File: src/inc/pac_params.svh
// Operation
// - Clock source comes from first register bit 3.
// - New source applies at write strobe rising edge.
// - Bit 0 selects oscillator, bit 1 external clock.
// - Oscillator starts within half period after trigger.
// - Speed bit picks slow or fast oscillator.
// - Link is data byte, interrupt, read, write.
// - Results are unipolar codes 0 to 255.
// - Format bit picks binary or twos complement.
// - Interrupt starts high; two writes configure device.
// - Software start samples exactly six clocks.
// - Six sample plus ten convert clocks, sixteen total.
// - No read one clock after: auto power-down.
// - Chip select high: power-down, two clock minimums.
`ifndef PAC_PARAMS_SVH
`define PAC_PARAMS_SVH

// Register select field of a written byte.
`define PAC_SEL_MSB 7
`define PAC_SEL_LSB 6
`define PAC_SEL_CR0 2'h0
`define PAC_SEL_CR1 2'h1

// Field positions.
`define PAC_CLK_SRC_BIT 3
`define PAC_OSC_SPEED_BIT 4
`define PAC_FMT_BIT 1

// Reset values: internal oscillator, slow speed, straight binary.
`define PAC_CR0_RESET 8'h00
`define PAC_CR1_RESET 8'h00

// Sequence lengths: sample and convert in conversion clocks, power-down and resume in reference clock cycles.
`define PAC_SAMPLE_CLKS 4'h6
`define PAC_CONV_CLKS 4'ha
`define PAC_PD_MIN_CLKS 4'h2
`define PAC_RESUME_CLKS 4'h2

// Oscillator dividers in reference clock cycles.
`define PAC_OSC_DIV_SLOW 2'h2
`define PAC_OSC_DIV_FAST 2'h1

// Offset code flip for twos complement output.
`define PAC_TWOS_FLIP 8'h80

`endif

File: src/inc/pac_pkg.sv
package pac_pkg;

  typedef enum logic [7:0] {
    PAC_ST_IDLE   = 8'h01,
    PAC_ST_HWSAMP = 8'h02,
    PAC_ST_SAMPLE = 8'h04,
    PAC_ST_CONV   = 8'h08,
    PAC_ST_WAITRD = 8'h10,
    PAC_ST_AUTOPD = 8'h20,
    PAC_ST_SWPD   = 8'h40,
    PAC_ST_RESUME = 8'h80
  } pac_state_t;

endpackage

File: src/design/pac_ctrl.sv
`timescale 1ns/1ps
`include "pac_params.svh"

module pac_ctrl (
  input wire logic REF_CLK,
  input wire logic RESETN,
  input wire logic CS_N,
  input wire logic RD_N,
  input wire logic WR_N,
  input wire logic HW_START_N,
  input wire logic EXT_CLK,
  input wire logic [7:0] DATA_IN,
  input wire logic [7:0] CONV_CODE,
  output logic [7:0] DATA_OUT,
  output logic DATA_OE,
  output logic INT_N,
  output logic OSC_RUN,
  output logic OSC_FAST,
  output logic SAMPLING,
  output logic CONVERTING,
  output logic AUTO_PD,
  output logic SW_PD,
  output logic RESULT_SUSPECT
);

  pac_pkg::pac_state_t state_reg;
  pac_pkg::pac_state_t state_next;
  logic [3:0] cnt_reg;
  logic [3:0] cnt_next;
  logic [7:0] first_control_register;
  logic [7:0] second_control_register;
  logic [7:0] wr_data_reg;
  logic [7:0] result_reg;
  logic wr_n_prev;
  logic rd_n_prev;
  logic hs_n_prev;
  logic cs_n_prev;
  logic ext_prev;
  logic osc_run_reg;
  logic int_n_reg;
  logic sw_mode_reg;
  logic pd_seen_reg;
  logic suspect_reg;
  logic data_oe_reg;
  logic sampling_reg;
  logic converting_reg;
  logic auto_pd_reg;
  logic sw_pd_reg;
  logic osc_tick;

  // Strobes count only while chip select is low, except the rising edge of the hardware start.
  wire wr_fall = wr_n_prev & ~WR_N & ~CS_N;
  wire rd_fall = rd_n_prev & ~RD_N & ~CS_N;
  wire hs_fall = hs_n_prev & ~HW_START_N & ~CS_N;
  wire wr_rise = ~wr_n_prev & WR_N & ~cs_n_prev;
  wire rd_rise = ~rd_n_prev & RD_N & ~cs_n_prev;
  wire hs_rise = ~hs_n_prev & HW_START_N;
  wire ext_rise = ~ext_prev & EXT_CLK;
  wire trig_fall = wr_fall | rd_fall | hs_fall;
  wire trig_low = ~CS_N & (~WR_N | ~RD_N | ~HW_START_N);

  wire [1:0] wr_sel = wr_data_reg[`PAC_SEL_MSB:`PAC_SEL_LSB];
  wire cr0_wr = wr_rise & (wr_sel == `PAC_SEL_CR0);
  wire cr1_wr = wr_rise & (wr_sel == `PAC_SEL_CR1);
  wire clock_source_select = first_control_register[`PAC_CLK_SRC_BIT];
  wire osc_speed_select = second_control_register[`PAC_OSC_SPEED_BIT];
  wire output_format_select = second_control_register[`PAC_FMT_BIT];

  wire conversion_clock = clock_source_select ? ext_rise : osc_tick;

  wire st_idle = (state_reg == pac_pkg::PAC_ST_IDLE);
  wire st_hwsamp = (state_reg == pac_pkg::PAC_ST_HWSAMP);
  wire st_sample = (state_reg == pac_pkg::PAC_ST_SAMPLE);
  wire st_conv = (state_reg == pac_pkg::PAC_ST_CONV);
  wire st_waitrd = (state_reg == pac_pkg::PAC_ST_WAITRD);
  wire st_autopd = (state_reg == pac_pkg::PAC_ST_AUTOPD);
  wire st_swpd = (state_reg == pac_pkg::PAC_ST_SWPD);
  wire st_resume = (state_reg == pac_pkg::PAC_ST_RESUME);
  wire can_start = st_idle | st_waitrd | st_autopd;
  wire busy = st_hwsamp | st_sample | st_conv | st_waitrd;

  // Software start: a first-register write, or the end of a read in software mode.
  wire start_sw = can_start & ~CS_N & (cr0_wr | (rd_rise & sw_mode_reg));
  wire start_hw = can_start & ~start_sw & hs_fall;
  wire conv_done = st_conv & ~CS_N & conversion_clock &
                   (cnt_reg == (`PAC_CONV_CLKS - 4'h1));
  wire [7:0] coded = output_format_select ? (CONV_CODE ^ `PAC_TWOS_FLIP)
                                          : CONV_CODE;

  // The oscillator runs only around strobes and conversions, so it idles between them.
  // A software start must hold it on as well, since its strobe has already risen when it commits.
  wire osc_run_next = ~clock_source_select &
                      (trig_fall | start_sw | start_hw |
                       (osc_run_reg & (trig_low | busy)));
  wire int_n_next = conv_done ? 1'b0 :
                    ((start_sw | start_hw | rd_fall) ? 1'b1 : int_n_reg);
  wire sw_mode_next = start_sw ? 1'b1 : (start_hw ? 1'b0 : sw_mode_reg);
  wire enter_pd = ((state_next == pac_pkg::PAC_ST_AUTOPD) & ~st_autopd) |
                  ((state_next == pac_pkg::PAC_ST_SWPD) & ~st_swpd);
  // Entering power-down wins over the clear of a completing conversion.
  wire pd_seen_next = enter_pd | (pd_seen_reg & ~conv_done);

  always_comb begin
    state_next = state_reg;
    cnt_next = cnt_reg;
    if (CS_N && !st_swpd) begin
      state_next = pac_pkg::PAC_ST_SWPD;
      cnt_next = 4'h0;
    end else begin
      unique case (state_reg)
        pac_pkg::PAC_ST_IDLE, pac_pkg::PAC_ST_WAITRD, pac_pkg::PAC_ST_AUTOPD: begin
          if (start_sw) begin
            state_next = pac_pkg::PAC_ST_SAMPLE;
            cnt_next = 4'h0;
          end else if (start_hw) begin
            state_next = pac_pkg::PAC_ST_HWSAMP;
          end else if (rd_rise && !st_idle) begin
            state_next = pac_pkg::PAC_ST_IDLE;
          end else if (st_waitrd && conversion_clock && RD_N) begin
            state_next = pac_pkg::PAC_ST_AUTOPD;
          end
        end
        pac_pkg::PAC_ST_HWSAMP: begin
          if (hs_rise) begin
            state_next = pac_pkg::PAC_ST_CONV;
            cnt_next = 4'h0;
          end
        end
        pac_pkg::PAC_ST_SAMPLE: begin
          if (conversion_clock) begin
            if (cnt_reg == (`PAC_SAMPLE_CLKS - 4'h1)) begin
              state_next = pac_pkg::PAC_ST_CONV;
              cnt_next = 4'h0;
            end else begin
              cnt_next = cnt_reg + 4'h1;
            end
          end
        end
        pac_pkg::PAC_ST_CONV: begin
          if (conversion_clock) begin
            if (conv_done) begin
              state_next = pac_pkg::PAC_ST_WAITRD;
              cnt_next = 4'h0;
            end else begin
              cnt_next = cnt_reg + 4'h1;
            end
          end
        end
        pac_pkg::PAC_ST_SWPD: begin
          if (cnt_reg >= `PAC_PD_MIN_CLKS) begin
            state_next = pac_pkg::PAC_ST_RESUME;
            cnt_next = 4'h0;
          end else begin
            cnt_next = cnt_reg + 4'h1;
          end
        end
        pac_pkg::PAC_ST_RESUME: begin
          if (cnt_reg == (`PAC_RESUME_CLKS - 4'h1)) begin
            state_next = pac_pkg::PAC_ST_IDLE;
          end else begin
            cnt_next = cnt_reg + 4'h1;
          end
        end
        default: begin
          state_next = pac_pkg::PAC_ST_IDLE;
          cnt_next = 4'h0;
        end
      endcase
    end
  end

  pac_osc u_osc (
    .clk(REF_CLK),
    .rst_n(RESETN),
    .run(osc_run_reg),
    .fast(osc_speed_select),
    .tick(osc_tick)
  );

  always_ff @(posedge REF_CLK or negedge RESETN) begin
    if (!RESETN) begin
      wr_n_prev <= 1'b1;
      rd_n_prev <= 1'b1;
      hs_n_prev <= 1'b1;
      cs_n_prev <= 1'b1;
      ext_prev <= 1'b0;
      wr_data_reg <= 8'h00;
    end else begin
      wr_n_prev <= WR_N;
      rd_n_prev <= RD_N;
      hs_n_prev <= HW_START_N;
      cs_n_prev <= CS_N;
      ext_prev <= EXT_CLK;
      if (!CS_N && !WR_N) begin
        wr_data_reg <= DATA_IN;
      end
    end
  end

  // Control registers keep their contents through both power-down modes.
  always_ff @(posedge REF_CLK or negedge RESETN) begin
    if (!RESETN) begin
      first_control_register <= `PAC_CR0_RESET;
      second_control_register <= `PAC_CR1_RESET;
    end else begin
      if (cr0_wr) begin
        first_control_register <= wr_data_reg;
      end
      if (cr1_wr) begin
        second_control_register <= wr_data_reg;
      end
    end
  end

  always_ff @(posedge REF_CLK or negedge RESETN) begin
    if (!RESETN) begin
      state_reg <= pac_pkg::PAC_ST_IDLE;
      cnt_reg <= 4'h0;
      osc_run_reg <= 1'b0;
      int_n_reg <= 1'b1;
      sw_mode_reg <= 1'b1;
      pd_seen_reg <= 1'b0;
      suspect_reg <= 1'b0;
      result_reg <= 8'h00;
      data_oe_reg <= 1'b0;
      sampling_reg <= 1'b0;
      converting_reg <= 1'b0;
      auto_pd_reg <= 1'b0;
      sw_pd_reg <= 1'b0;
    end else begin
      state_reg <= state_next;
      cnt_reg <= cnt_next;
      osc_run_reg <= osc_run_next;
      int_n_reg <= int_n_next;
      sw_mode_reg <= sw_mode_next;
      pd_seen_reg <= pd_seen_next;
      if (conv_done) begin
        result_reg <= coded;
        suspect_reg <= pd_seen_reg;
      end
      data_oe_reg <= ~CS_N & ~RD_N;
      sampling_reg <= (state_next == pac_pkg::PAC_ST_SAMPLE) |
                      (state_next == pac_pkg::PAC_ST_HWSAMP);
      converting_reg <= (state_next == pac_pkg::PAC_ST_CONV);
      auto_pd_reg <= (state_next == pac_pkg::PAC_ST_AUTOPD);
      sw_pd_reg <= (state_next == pac_pkg::PAC_ST_SWPD) |
                   (state_next == pac_pkg::PAC_ST_RESUME);
    end
  end

  assign DATA_OUT = result_reg;
  assign DATA_OE = data_oe_reg;
  assign INT_N = int_n_reg;
  assign OSC_RUN = osc_run_reg;
  assign OSC_FAST = osc_speed_select;
  assign SAMPLING = sampling_reg;
  assign CONVERTING = converting_reg;
  assign AUTO_PD = auto_pd_reg;
  assign SW_PD = sw_pd_reg;
  assign RESULT_SUSPECT = suspect_reg;
endmodule

File: src/design/pac_osc.sv
`timescale 1ns/1ps
`include "pac_params.svh"

module pac_osc (
  input wire logic clk,
  input wire logic rst_n,
  input wire logic run,
  input wire logic fast,
  output logic tick
);

  logic [1:0] cnt_reg;
  logic [1:0] cnt_next;
  logic tick_reg;
  wire [1:0] div = fast ? `PAC_OSC_DIV_FAST : `PAC_OSC_DIV_SLOW;
  // Comparing with >= also ends a count left over from the slow rate when the speed bit flips.
  wire last = (cnt_reg >= (div - 2'h1));

  // The counter is held at zero while stopped so every start has the same phase.
  assign cnt_next = (!run || last) ? 2'h0 : cnt_reg + 2'h1;
  assign tick = tick_reg;

  always_ff @(posedge clk or negedge rst_n) begin
    if (!rst_n) begin
      cnt_reg <= 2'h0;
      tick_reg <= 1'b0;
    end else begin
      cnt_reg <= cnt_next;
      tick_reg <= run & last;
    end
  end
endmodule

File: config.mk
export PLATFORM = sky130hd
export DESIGN_NAME = pac_ctrl
export DESIGN_NICKNAME = d
export VERILOG_FILES = /design/src/inc/pac_pkg.sv /design/src/design/pac_ctrl.sv /design/src/design/pac_osc.sv
export VERILOG_INCLUDE_DIRS = /design/src /design/src/inc
export SDC_FILE = /design/constraint.sdc
export NUM_CORES = 1
export LEC_CHECK = 0
export CORE_MARGIN = 4
export CORE_UTILIZATION = 39
export DETAILED_ROUTE_END_ITERATION = 16
export DONT_BUFFER_PORTS = 1
export PLACE_DENSITY = 0.6
export SLEW_MARGIN = 20
export SYNTH_ARGS = -nofsm -noshare
export SYNTH_HDL_FRONTEND = slang
export SYNTH_SLANG_ARGS = --single-unit
File: constraint.sdc
create_clock -name REF_CLK -period 4.65 [get_ports REF_CLK]
set_input_delay 0.6975 -clock REF_CLK [delete_from_list [all_inputs] [get_ports REF_CLK]]
set_output_delay 0.6975 -clock REF_CLK [all_outputs]
set_load 0.01 [all_outputs]
**Word level (Yosys, flattened, before mapping)**

Cells that the tools add are included.

- Output and inout bits: 17
- Register bits: 55
- Word-level logic and storage cells: 163
- Bits of input ports: 23

- Multiplexer cells: 31
- Reduce and logical (&&, ||, !) cells: 16
- Bitwise gates (word level): 65
- Eq/ne operators: 23
- Order comparisons: 2
- Add/subtract/negate cells: 3

Operators with widths:

| kind | count |
|---|---|
| two-way mux 8 bit | 13 |
| case mux 8 bit (6 select lines) | 1 |
| two-way mux 4 bit | 9 |
| bitwise AND 1 bit | 30 |
| case mux 4 bit (6 select lines) | 1 |
| bitwise OR 1 bit | 20 |
| equality test 8 x 2 -> 1 bit, second input constant | 2 |
| equality test 8 x 3 -> 1 bit, second input constant | 2 |
| equality test 8 x 4 -> 1 bit, second input constant | 2 |
| equality test 8 x 6 -> 1 bit, second input constant | 2 |
| equality test 8 x 7 -> 1 bit, second input constant | 2 |
| equality test 8 bit, second input constant | 2 |
| NOT 1 bit | 15 |
| inequality test 3 x 2 -> 1 bit, second input constant | 3 |
| equality test 8 x 1 -> 1 bit, second input constant | 1 |
| equality test 8 x 5 -> 1 bit, second input constant | 1 |
| inequality test 3 bit, second input constant | 2 |
| logical AND 1 bit | 5 |
| logical NOT 1 bit | 5 |
| two-way mux 1 bit | 5 |
| AND reduction 5 bit | 1 |
| adder 4 x 1 -> 4 bit, second input constant | 1 |
| equality test 4 x 1 -> 1 bit, second input constant | 1 |
| equality test 4 x 3 -> 1 bit, second input constant | 1 |
| 11 further kinds | 13 |

**Depth between registers and ports, before layout**

Gate-level depths: netlist of the first run.

- Depth after elaboration: 17
- Mapped depth: 8
- Depth with buffers taken out: 8

**Hierarchy**

Synthesis of the first run repeated with hierarchy kept, for this count alone.

- Cell total of the unflattened synthesis: 218
- Area, all modules: 2,366.0 um^2

By module, submodules not included:

| module | area an instance (um^2) | cells an instance | times used |
|---|---|---|---|
| pac_ctrl | 2,239.6 | 208 | 1 |
| pac_osc | 126.4 | 10 | 1 |

**Least setup slack after synthesis of the first run**

No wires, ideal clock.

- Path kind: input to register
- From: in WR_N
- To: reg sw_pd_reg, in the netlist SW_PD
- Stages on the path: 6
- Required time: 4.526 ns
- Arrival: 2.164 ns
- Slack: 2.362 ns
- Path through: nor4b_1 -> a22oi_1 -> o22ai_1 -> nor4b_2 -> o41a_1 -> or2_1

- Longest elaborated chain between the ends: 14

Ends and longest elaborated chain:

| element | line | text |
|---|---|---|
| from (decl) | pac_ctrl.sv:9 | `input wire logic WR_N,` |
| bitwise AND 1 bit * (2 in a row) | pac_ctrl.sv:55 | `wire wr_rise = ~wr_n_prev & WR_N & ~cs_n_prev;` |
| bitwise AND 1 bit * | pac_ctrl.sv:63 | `` wire cr0_wr = wr_rise & (wr_sel == `PAC_SEL_CR0); `` |
| bitwise OR 1 bit * | pac_ctrl.sv:83 | `wire start_sw = can_start & ~CS_N & (cr0_wr \| (rd_rise & sw_mode_reg));` |
| bitwise AND 1 bit * | pac_ctrl.sv:83 |  |
| NOT 1 bit | pac_ctrl.sv:84 | `wire start_hw = can_start & ~start_sw & hs_fall;` |
| bitwise AND 1 bit (2 in a row) | pac_ctrl.sv:84 |  |
| two-way mux 8 bit | pac_ctrl.sv:115 | `end else if (start_hw) begin` |
| two-way mux 8 bit * | pac_ctrl.sv:112 | `if (start_sw) begin` |
| case mux 8 bit (6 select lines) * | pac_ctrl.sv:110 | `unique case (state_reg)` |
| two-way mux 8 bit * | pac_ctrl.sv:106 | `if (CS_N && !st_swpd) begin` |
| named net state_next[7] | pac_ctrl.sv:27 | `pac_pkg::pac_state_t state_next;` |
| equality test 8 x 7 -> 1 bit / equality test 8 bit (equally long branches) | pac_ctrl.sv:246, pac_ctrl.sv:247 |  |
| bitwise OR 1 bit * | pac_ctrl.sv:246 | `sw_pd_reg <= (state_next == pac_pkg::PAC_ST_SWPD) \|` |
| to (signal assigned) | pac_ctrl.sv:246 |  |
| to (decl) | pac_ctrl.sv:48 | `logic sw_pd_reg;` |

The timed path passes the listed nets; every way through them passes the cells marked *.
A chain may end at the register's enable or synchronous reset.

**Final worst setup path of the first run**

- From: reg state_reg[3]
- To: reg state_reg[4]

- Longest elaborated chain between the ends: 12

Ends and longest elaborated chain:

| element | line | text |
|---|---|---|
| from (decl) | pac_ctrl.sv:26 | `pac_pkg::pac_state_t state_reg;` |
| from (signal assigned) | pac_ctrl.sv:217 | `state_reg <= pac_pkg::PAC_ST_IDLE;` |
| from (signal assigned) | pac_ctrl.sv:231 | `state_reg <= state_next;` |
| equality test 8 x 1 -> 1 bit / equality test 8 x 5 -> 1 bit (equally long branches) | pac_ctrl.sv:71, pac_ctrl.sv:110, pac_ctrl.sv:75 |  |
| bitwise OR 1 bit (2 in a row) | pac_ctrl.sv:79 | `wire can_start = st_idle \| st_waitrd \| st_autopd;` |
| bitwise AND 1 bit (2 in a row) | pac_ctrl.sv:83 |  |
| NOT 1 bit | pac_ctrl.sv:84 |  |
| bitwise AND 1 bit (2 in a row) | pac_ctrl.sv:84 |  |
| two-way mux 8 bit | pac_ctrl.sv:115 |  |
| two-way mux 8 bit | pac_ctrl.sv:112 |  |
| case mux 8 bit (6 select lines) | pac_ctrl.sv:110 |  |
| two-way mux 8 bit * | pac_ctrl.sv:106 |  |
| named net state_next[4] | pac_ctrl.sv:27 |  |

Marks and branches as above.

==> results.sh, run 1 <==
export IMPL_overflow=0
export IMPL_synth_ff_type="dfrtp_1"
export IMPL_swShare_pct=34.3
export IMPL_endpoint_kind="flop"
export IMPL_drive_above_1_share_pct=14.1
export IMPL_cts_clk_slew_worst_paths_ns=0.09
export IMPL_intPower_mw=0.679
export IMPL_htreeDepth=2
export IMPL_setup_viol=0
export IMPL_area_growth_pct=6.33
export IMPL_place_area_um2=2350
export IMPL_power_frac_comb_pct=27.2
export IMPL_hold_class="in2async"
export IMPL_initial_core_util_pct=40.9
export IMPL_first_iter_violations=126
export IMPL_rsz0062_at_grt="false"
export IMPL_cts_sinks=46
export IMPL_dieArea_um2=7170
export IMPL_crit_required_ns=4.85
export IMPL_die_w_um=84.7
export IMPL_arrival_ns=2.79
export IMPL_final_cell_area_um2=2440
export IMPL_clkPwrFrac_pct=23.2
export IMPL_power_density_nw_per_um2=423
export IMPL_drc=0
export IMPL_grt_first_pass_wirelength_um=8250
export IMPL_switchingPower_mw=0.354
export IMPL_synth_compound_area_share_pct=10.5
export IMPL_syn_inst=226
export IMPL_wl_um=4860
export IMPL_synth_area_per_cell_um2=10.1
export IMPL_fillers=581
export IMPL_coreArea_um2=5610
export IMPL_cts_buffers=5
export IMPL_fp_row_count=27
export IMPL_synthSimpleGateAreaFrac_pct=28.3
export IMPL_die_y_um=84.7
export IMPL_setup_tns_ns=0
export IMPL_ys_seq_area_share_pct=50.6
export IMPL_async_reset_ff_share_pct=100
export IMPL_synth_edf_count=0
export IMPL_max_freq_mhz=386
export IMPL_drt_wirelength_per_cell_um=16.2
export IMPL_muxShareOfSynthArea_pct=3.87
export IMPL_finalHoldViolCount=0
export IMPL_portBuffers=0
export IMPL_diodes=0
export IMPL_via_per_inst=5.53
export IMPL_period_needed_ns=2.59
export IMPL_min_period_over_period_pct=55.7
export IMPL_leakagePower_nw=1.04
export IMPL_grt_total_usage_pct=14.3
export IMPL_antenna_found_initial=0
export IMPL_status="complete, no violations"
export IMPL_syn_nets=253
export IMPL_vias=1654
export IMPL_cp_max_fo=11
export IMPL_cts_hold_buf=0
export IMPL_ys_warnings_count=0
export IMPL_start_kind="flop"
export IMPL_cts_buffer_depth=2
export IMPL_nets=253
export IMPL_slew_headroom_pct=40.6
export IMPL_place_detailed_hpwl_um=3540
export IMPL_power_share_sequential_pct=49.6
export IMPL_drv_cap=0
export IMPL_synth_adder_area_share_pct=2.18
export IMPL_gp_congestion=0.847
export IMPL_ant_nets=0
export IMPL_synth_top_family_by_area="simple AND/OR/NAND/NOR gates"
export IMPL_drt_first_pass_iters=4
export IMPL_final_max_slew_violation_count=0
export IMPL_yosys_cell_types_count=53
export IMPL_ys_ff_latch=46
export IMPL_crit_type="reg2reg"
export IMPL_startpoint="state_reg[3]$_DFF_PN0_"
export IMPL_tritoncts="done"
export IMPL_postCtsSetupRepairBufs=0
export IMPL_worstSkewPairLatency_ns=0.30
export IMPL_finClkSkew_ns=0.00665
export IMPL_worst_pin_slew_ns=0.882
export IMPL_synthXorXnorAreaFrac_pct=1.91
export IMPL_clock_root_buffer="clkbuf_8"
export IMPL_dp_cells=291
export IMPL_grt_pass1_vias=1638
export IMPL_stdcell_count=299
export IMPL_ir_drop_uv=188
export IMPL_io_pins=40
export IMPL_grt_max_degree=47
export IMPL_cts_resized=0
export IMPL_r2r_start="state_reg[3]$_DFF_PN0_"
export IMPL_synth_area_um2=2290
final cells by class:
| class | instances | area (um2) | area share, % |
|---|---|---|---|
| well taps | 72 | 90.1 | 3.69 |
| flip-flops and latches | 46 | 1160 | 47.6 |
| multi-input cells | 166 | 1080 | 44.1 |
| inverters | 7 | 26.3 | 1.08 |
| clock buffers | 6 | 72.6 | 2.98 |
| clock inverters | 2 | 13.8 | 0.564 |
path summary, 6_finish.rpt:
check,endpoint,slack [ns],depth (start not counted)
worst max-delay path,state_reg[4]$_DFF_PN0_,2.06,6
worst min-delay path,u_osc.cnt_reg[0]$_DFF_PN0_,0.08,0
worst max register to register,state_reg[4]$_DFF_PN0_,2.06,6
worst min register to register,u_osc.cnt_reg[0]$_DFF_PN0_,0.43,1
max in group asynchronous,state_reg[0]$_DFF_PN1_,4.38,0
min in group REF_CLK,wr_n_prev$_DFF_PN1_,0.39,0
stage by stage:
stage | hold slack (ns) | setup slack, ns | power (mW) | util, %
final | 0.0820 | 2.06 | 1.03 | 43.5
after global routing | 0.0565 | 1.94 | 1.10 | 43.5
after CTS | 0.0690 | 2.06 | 1.04 | 43.5
after detailed placement | 0.403 | 2.08 | 0.798 | 41.9
after global placement | 0.403 | 2.06 | 0.793 | 41.9
after floorplan | 0.402 | 2.36 | 0.749 | -
critical path, stage by stage (launching register included):
cell and delay, ns:
dfrtp_1 0.44, or4_4 0.67, nor4_4 0.38, o22ai_1 0.21
nor4b_2 0.36, a211oi_1 0.15, a311oi_1 0.29
synth_stat cells, types with 2 or more instances:
cell type,count,share of area (%)
dfrtp_1,39,43
nand2_1,38,6.2
nor2_1,18,2.9
nand2b_1,9,2.5
nand3_1,9,2.0
nor3_1,8,1.7
dfstp_2,7,8.0
inv_1,7,1.1
mux2_2,7,3.4
o21ai_0,6,1.3
a21oi_1,5,1.1
a31oi_1,5,1.4
clkbuf_1,4,0.65
ha_1,4,2.2
nand3b_1,4,1.3
nor4_1,4,1.1
xnor2_1,4,1.5
a211oi_1,3,0.98
a21boi_0,3,0.98
and2_1,2,0.55
buf_2,2,0.44
nand4b_1,2,0.76
nand4bb_1,2,0.98
nor3b_1,2,0.65
o211ai_1,2,0.65
o41a_1,2,0.98
or4_1,2,0.65
cells by family (layout without fill, tap and decap cells):
| kind of cell | after synthesis | after routing |
|---|---|---|
| AOI/OAI and AO/OA | 34 | 34 |
| xor gates and xnor gates | 5 | 5 |
| adders and majority gates | 4 | 4 |
| DFF | 46 | 46 |
| and+or+nand+nor | 115 | 115 |
| muxes | 8 | 8 |
| buffers and inverters | 14 | 15 |
per-layer routing:
layer | global-route usage [%] | wire length (um) | up-vias
met5 | 0 | 0 | -
met4 | 6.04 | 31 | 0
met3 | 3.24 | 204 | 2
met2 | 22.0 | 2260 | 37
met1 | 19.4 | 2360 | 816
li1 | - | - | 799
power groups by stage:
stage	Combinational, mW	Sequential [mW]	Clock (mW)
after floorplan	0.252	0.497	0
after global placement	0.275	0.519	0
after detailed placement	0.278	0.521	0
after CTS	0.279	0.513	0.250
after global routing	0.311	0.521	0.269
final	0.280	0.512	0.240
cells in the final DEF (no fill, tap or decap), types with 6 or more instances in the layout:
| cell | count |
|---|---|
| inv_1 | 7 |
| dfrtp_1 | 39 |
| nand2_1 | 38 |
| nand2b_1 | 9 |
| mux2_2 | 7 |
| dfstp_2 | 7 |
| nor2_1 | 18 |
| nor3_1 | 7 |
| o21ai_0 | 6 |
| nand3_1 | 9 |
Note: power is estimated with default switching activity, not from simulation.
==> inputs of run 2 (changes only) <==
==> constraint.sdc (replaced) <==
create_clock -name REF_CLK -period 2.4 [get_ports REF_CLK]
set_input_delay 0.36 -clock REF_CLK [delete_from_list [all_inputs] [get_ports REF_CLK]]
set_output_delay 0.36 -clock REF_CLK [all_outputs]
set_load 0.01 [all_outputs]
==> run 2 against run 1 <==
Net effect:
- non-clock buffer count increased by 25
- clock power is 110% higher
- clock skew increased by 0.0016 ns
- via count increased by 3.3%
- wire length up 6.5%
==> results.sh, run 2 (same netlist as run 1, synthesis figures left out) <==
export IMPL_io_pins=40
export IMPL_power_share_sequential_pct=44.3
export IMPL_area_growth_pct=16.5
export IMPL_intPower_mw=1.43
export IMPL_overflow=0
export IMPL_die_w_um=84.7
export IMPL_htreeDepth=2
export IMPL_crit_required_ns=2.61
export IMPL_drc=0
export IMPL_cts_clk_slew_worst_paths_ns=0.09
export IMPL_drt_wirelength_per_cell_um=16.0
export IMPL_arrival_ns=2.54
export IMPL_leakagePower_nw=1.17
export IMPL_initial_core_util_pct=40.9
export IMPL_period_needed_ns=2.33
export IMPL_portBuffers=0
export IMPL_coreArea_um2=5610
export IMPL_final_max_slew_violation_count=0
export IMPL_worstSkewPairLatency_ns=0.31
export IMPL_fp_row_count=27
export IMPL_swShare_pct=35.1
export IMPL_ant_nets=0
export IMPL_gp_congestion=0.837
export IMPL_rsz0062_at_grt="false"
export IMPL_first_iter_violations=66
export IMPL_finalHoldWorstSlack_ns=0.0401
export IMPL_min_period_over_period_pct=96.9
export IMPL_power_density_nw_per_um2=825
export IMPL_drv_cap=0
export IMPL_start_kind="flop"
export IMPL_place_detailed_hpwl_um=3840
export IMPL_cts_buffers=5
export IMPL_clkPwrFrac_pct=22.9
export IMPL_final_cell_mix="38 x dfrtp_1, 38 x nand2_1, 23 x buf_4, 17 x nor2_1"
export IMPL_dieArea_um2=7170
export IMPL_finClkSkew_ns=0.00827
export IMPL_setup_viol=0
export IMPL_dp_slack_ns=0.00381
export IMPL_setup_tns_ns=0
export IMPL_power_frac_comb_pct=32.8
export IMPL_antenna_found_initial=0
export IMPL_cp_max_fo=4
export IMPL_drt_first_pass_iters=4
export IMPL_reg2reg_depth=7
export IMPL_nets=278
export IMPL_slew_headroom_pct=63.2
export IMPL_ir_drop_uv=461
export IMPL_tritoncts="done"
export IMPL_grt_pass1_vias=1712
export IMPL_die_y_um=84.7
export IMPL_drive_above_1_share_pct=24.2
export IMPL_hold_class="in2reg"
export IMPL_wl_um=5170
export IMPL_worst_pin_slew_ns=0.547
export IMPL_endpoint_kind="flop"
export IMPL_max_freq_mhz=430
export IMPL_clock_root_buffer="clkbuf_8"
export IMPL_switchingPower_mw=0.773
export IMPL_fin_ws_ns=0.0737
export IMPL_finalHoldViolCount=0
export IMPL_crit_type="reg2reg"
export IMPL_diodes=0
export IMPL_grt_max_degree=47
export IMPL_grt_total_usage_pct=15.2
export IMPL_vias=1709
export IMPL_hold_depth=0
export IMPL_cts_sinks=46
export IMPL_cts_buffer_depth=2
export IMPL_via_per_inst=5.27
export IMPL_grt_first_pass_wirelength_um=8550
export IMPL_status="complete, no violations"
==> run 2: what timing repair did <==
item	4_1_cts	5_1_grt
hold buffers	2	0
gates resized for setup	0	5
pin swaps	1	4
setup buffers	0	3
endpoints found under the setup margin	1	7
endpoints found under the hold margin	46	0
==> run 2: final timing paths <==
| kind | from | endpoint | slack [ns] |
|---|---|---|---|
| max | state_reg[5]$_DFF_PN0_ | state_reg[4]$_DFF_PN0_ | 0.07 |
| min | WR_N | wr_n_prev$_DFF_PN1_ | 0.04 |
| max reg2reg | state_reg[5]$_DFF_PN0_ | state_reg[4]$_DFF_PN0_ | 0.07 |
| min reg2reg | u_osc.cnt_reg[0]$_DFF_PN0_ | u_osc.cnt_reg[0]$_DFF_PN0_ | 0.43 |
| max in group asynchronous | RESETN | state_reg[0]$_DFF_PN1_ | 1.59 |
| min in group asynchronous | RESETN | u_osc.cnt_reg[1]$_DFF_PN0_ | 0.54 |
==> run 2: critical path, stage by stage, from the launching register on <==
cell and delay [ns]:
dfrtp_1 0.42, or4_4 0.56, and4bb_2 0.34, o22ai_1 0.12
nor4b_2 0.27, buf_4 0.16, a211oi_2 0.05, a311oi_1 0.29
==> run 2: per-layer routing <==
| metal | vias up | GRT usage [%] | wire [um] |
|---|---|---|---|
| li1 | 851 | - | - |
| met1 | 824 | 20.7 | 2470 |
| met2 | 28 | 23.5 | 2410 |
| met3 | 6 | 4.02 | 213 |
| met4 | 0 | 5.18 | 77 |
| met5 | - | 0 | 0 |
==> run 2: final cells by class <==
type | count | area [um2]
clock inverter | 3 | 27.5
timing repair buffer | 25 | 210
tap | 72 | 90.1
clock buffer | 5 | 68.8
fill | 537 | 2940
multi-input combinational | 166 | 1090
inverter | 7 | 26.3
sequential | 46 | 1160
==> run 2: per-stage QoR <==
stage	std cells	total power, mW	utilization, %	area (um2)
after floorplan	226	1.45	-	2290
after global placement	311	1.64	44.5	2500
after detailed placement	311	1.65	44.5	2500
after CTS	321	2.19	46.9	2630
after global routing	324	2.35	47.6	2670
final	324	2.20	47.6	2670
==> run 2: power groups by stage <==
stage	Combinational (mW)	Clock (mW)	Sequential, mW
finish	0.722	0.504	0.977
global route	0.793	0.563	0.990
CTS	0.690	0.526	0.974
detailed placement	0.664	0	0.990
global placement	0.650	0	0.987
floorplan	0.488	0	0.963
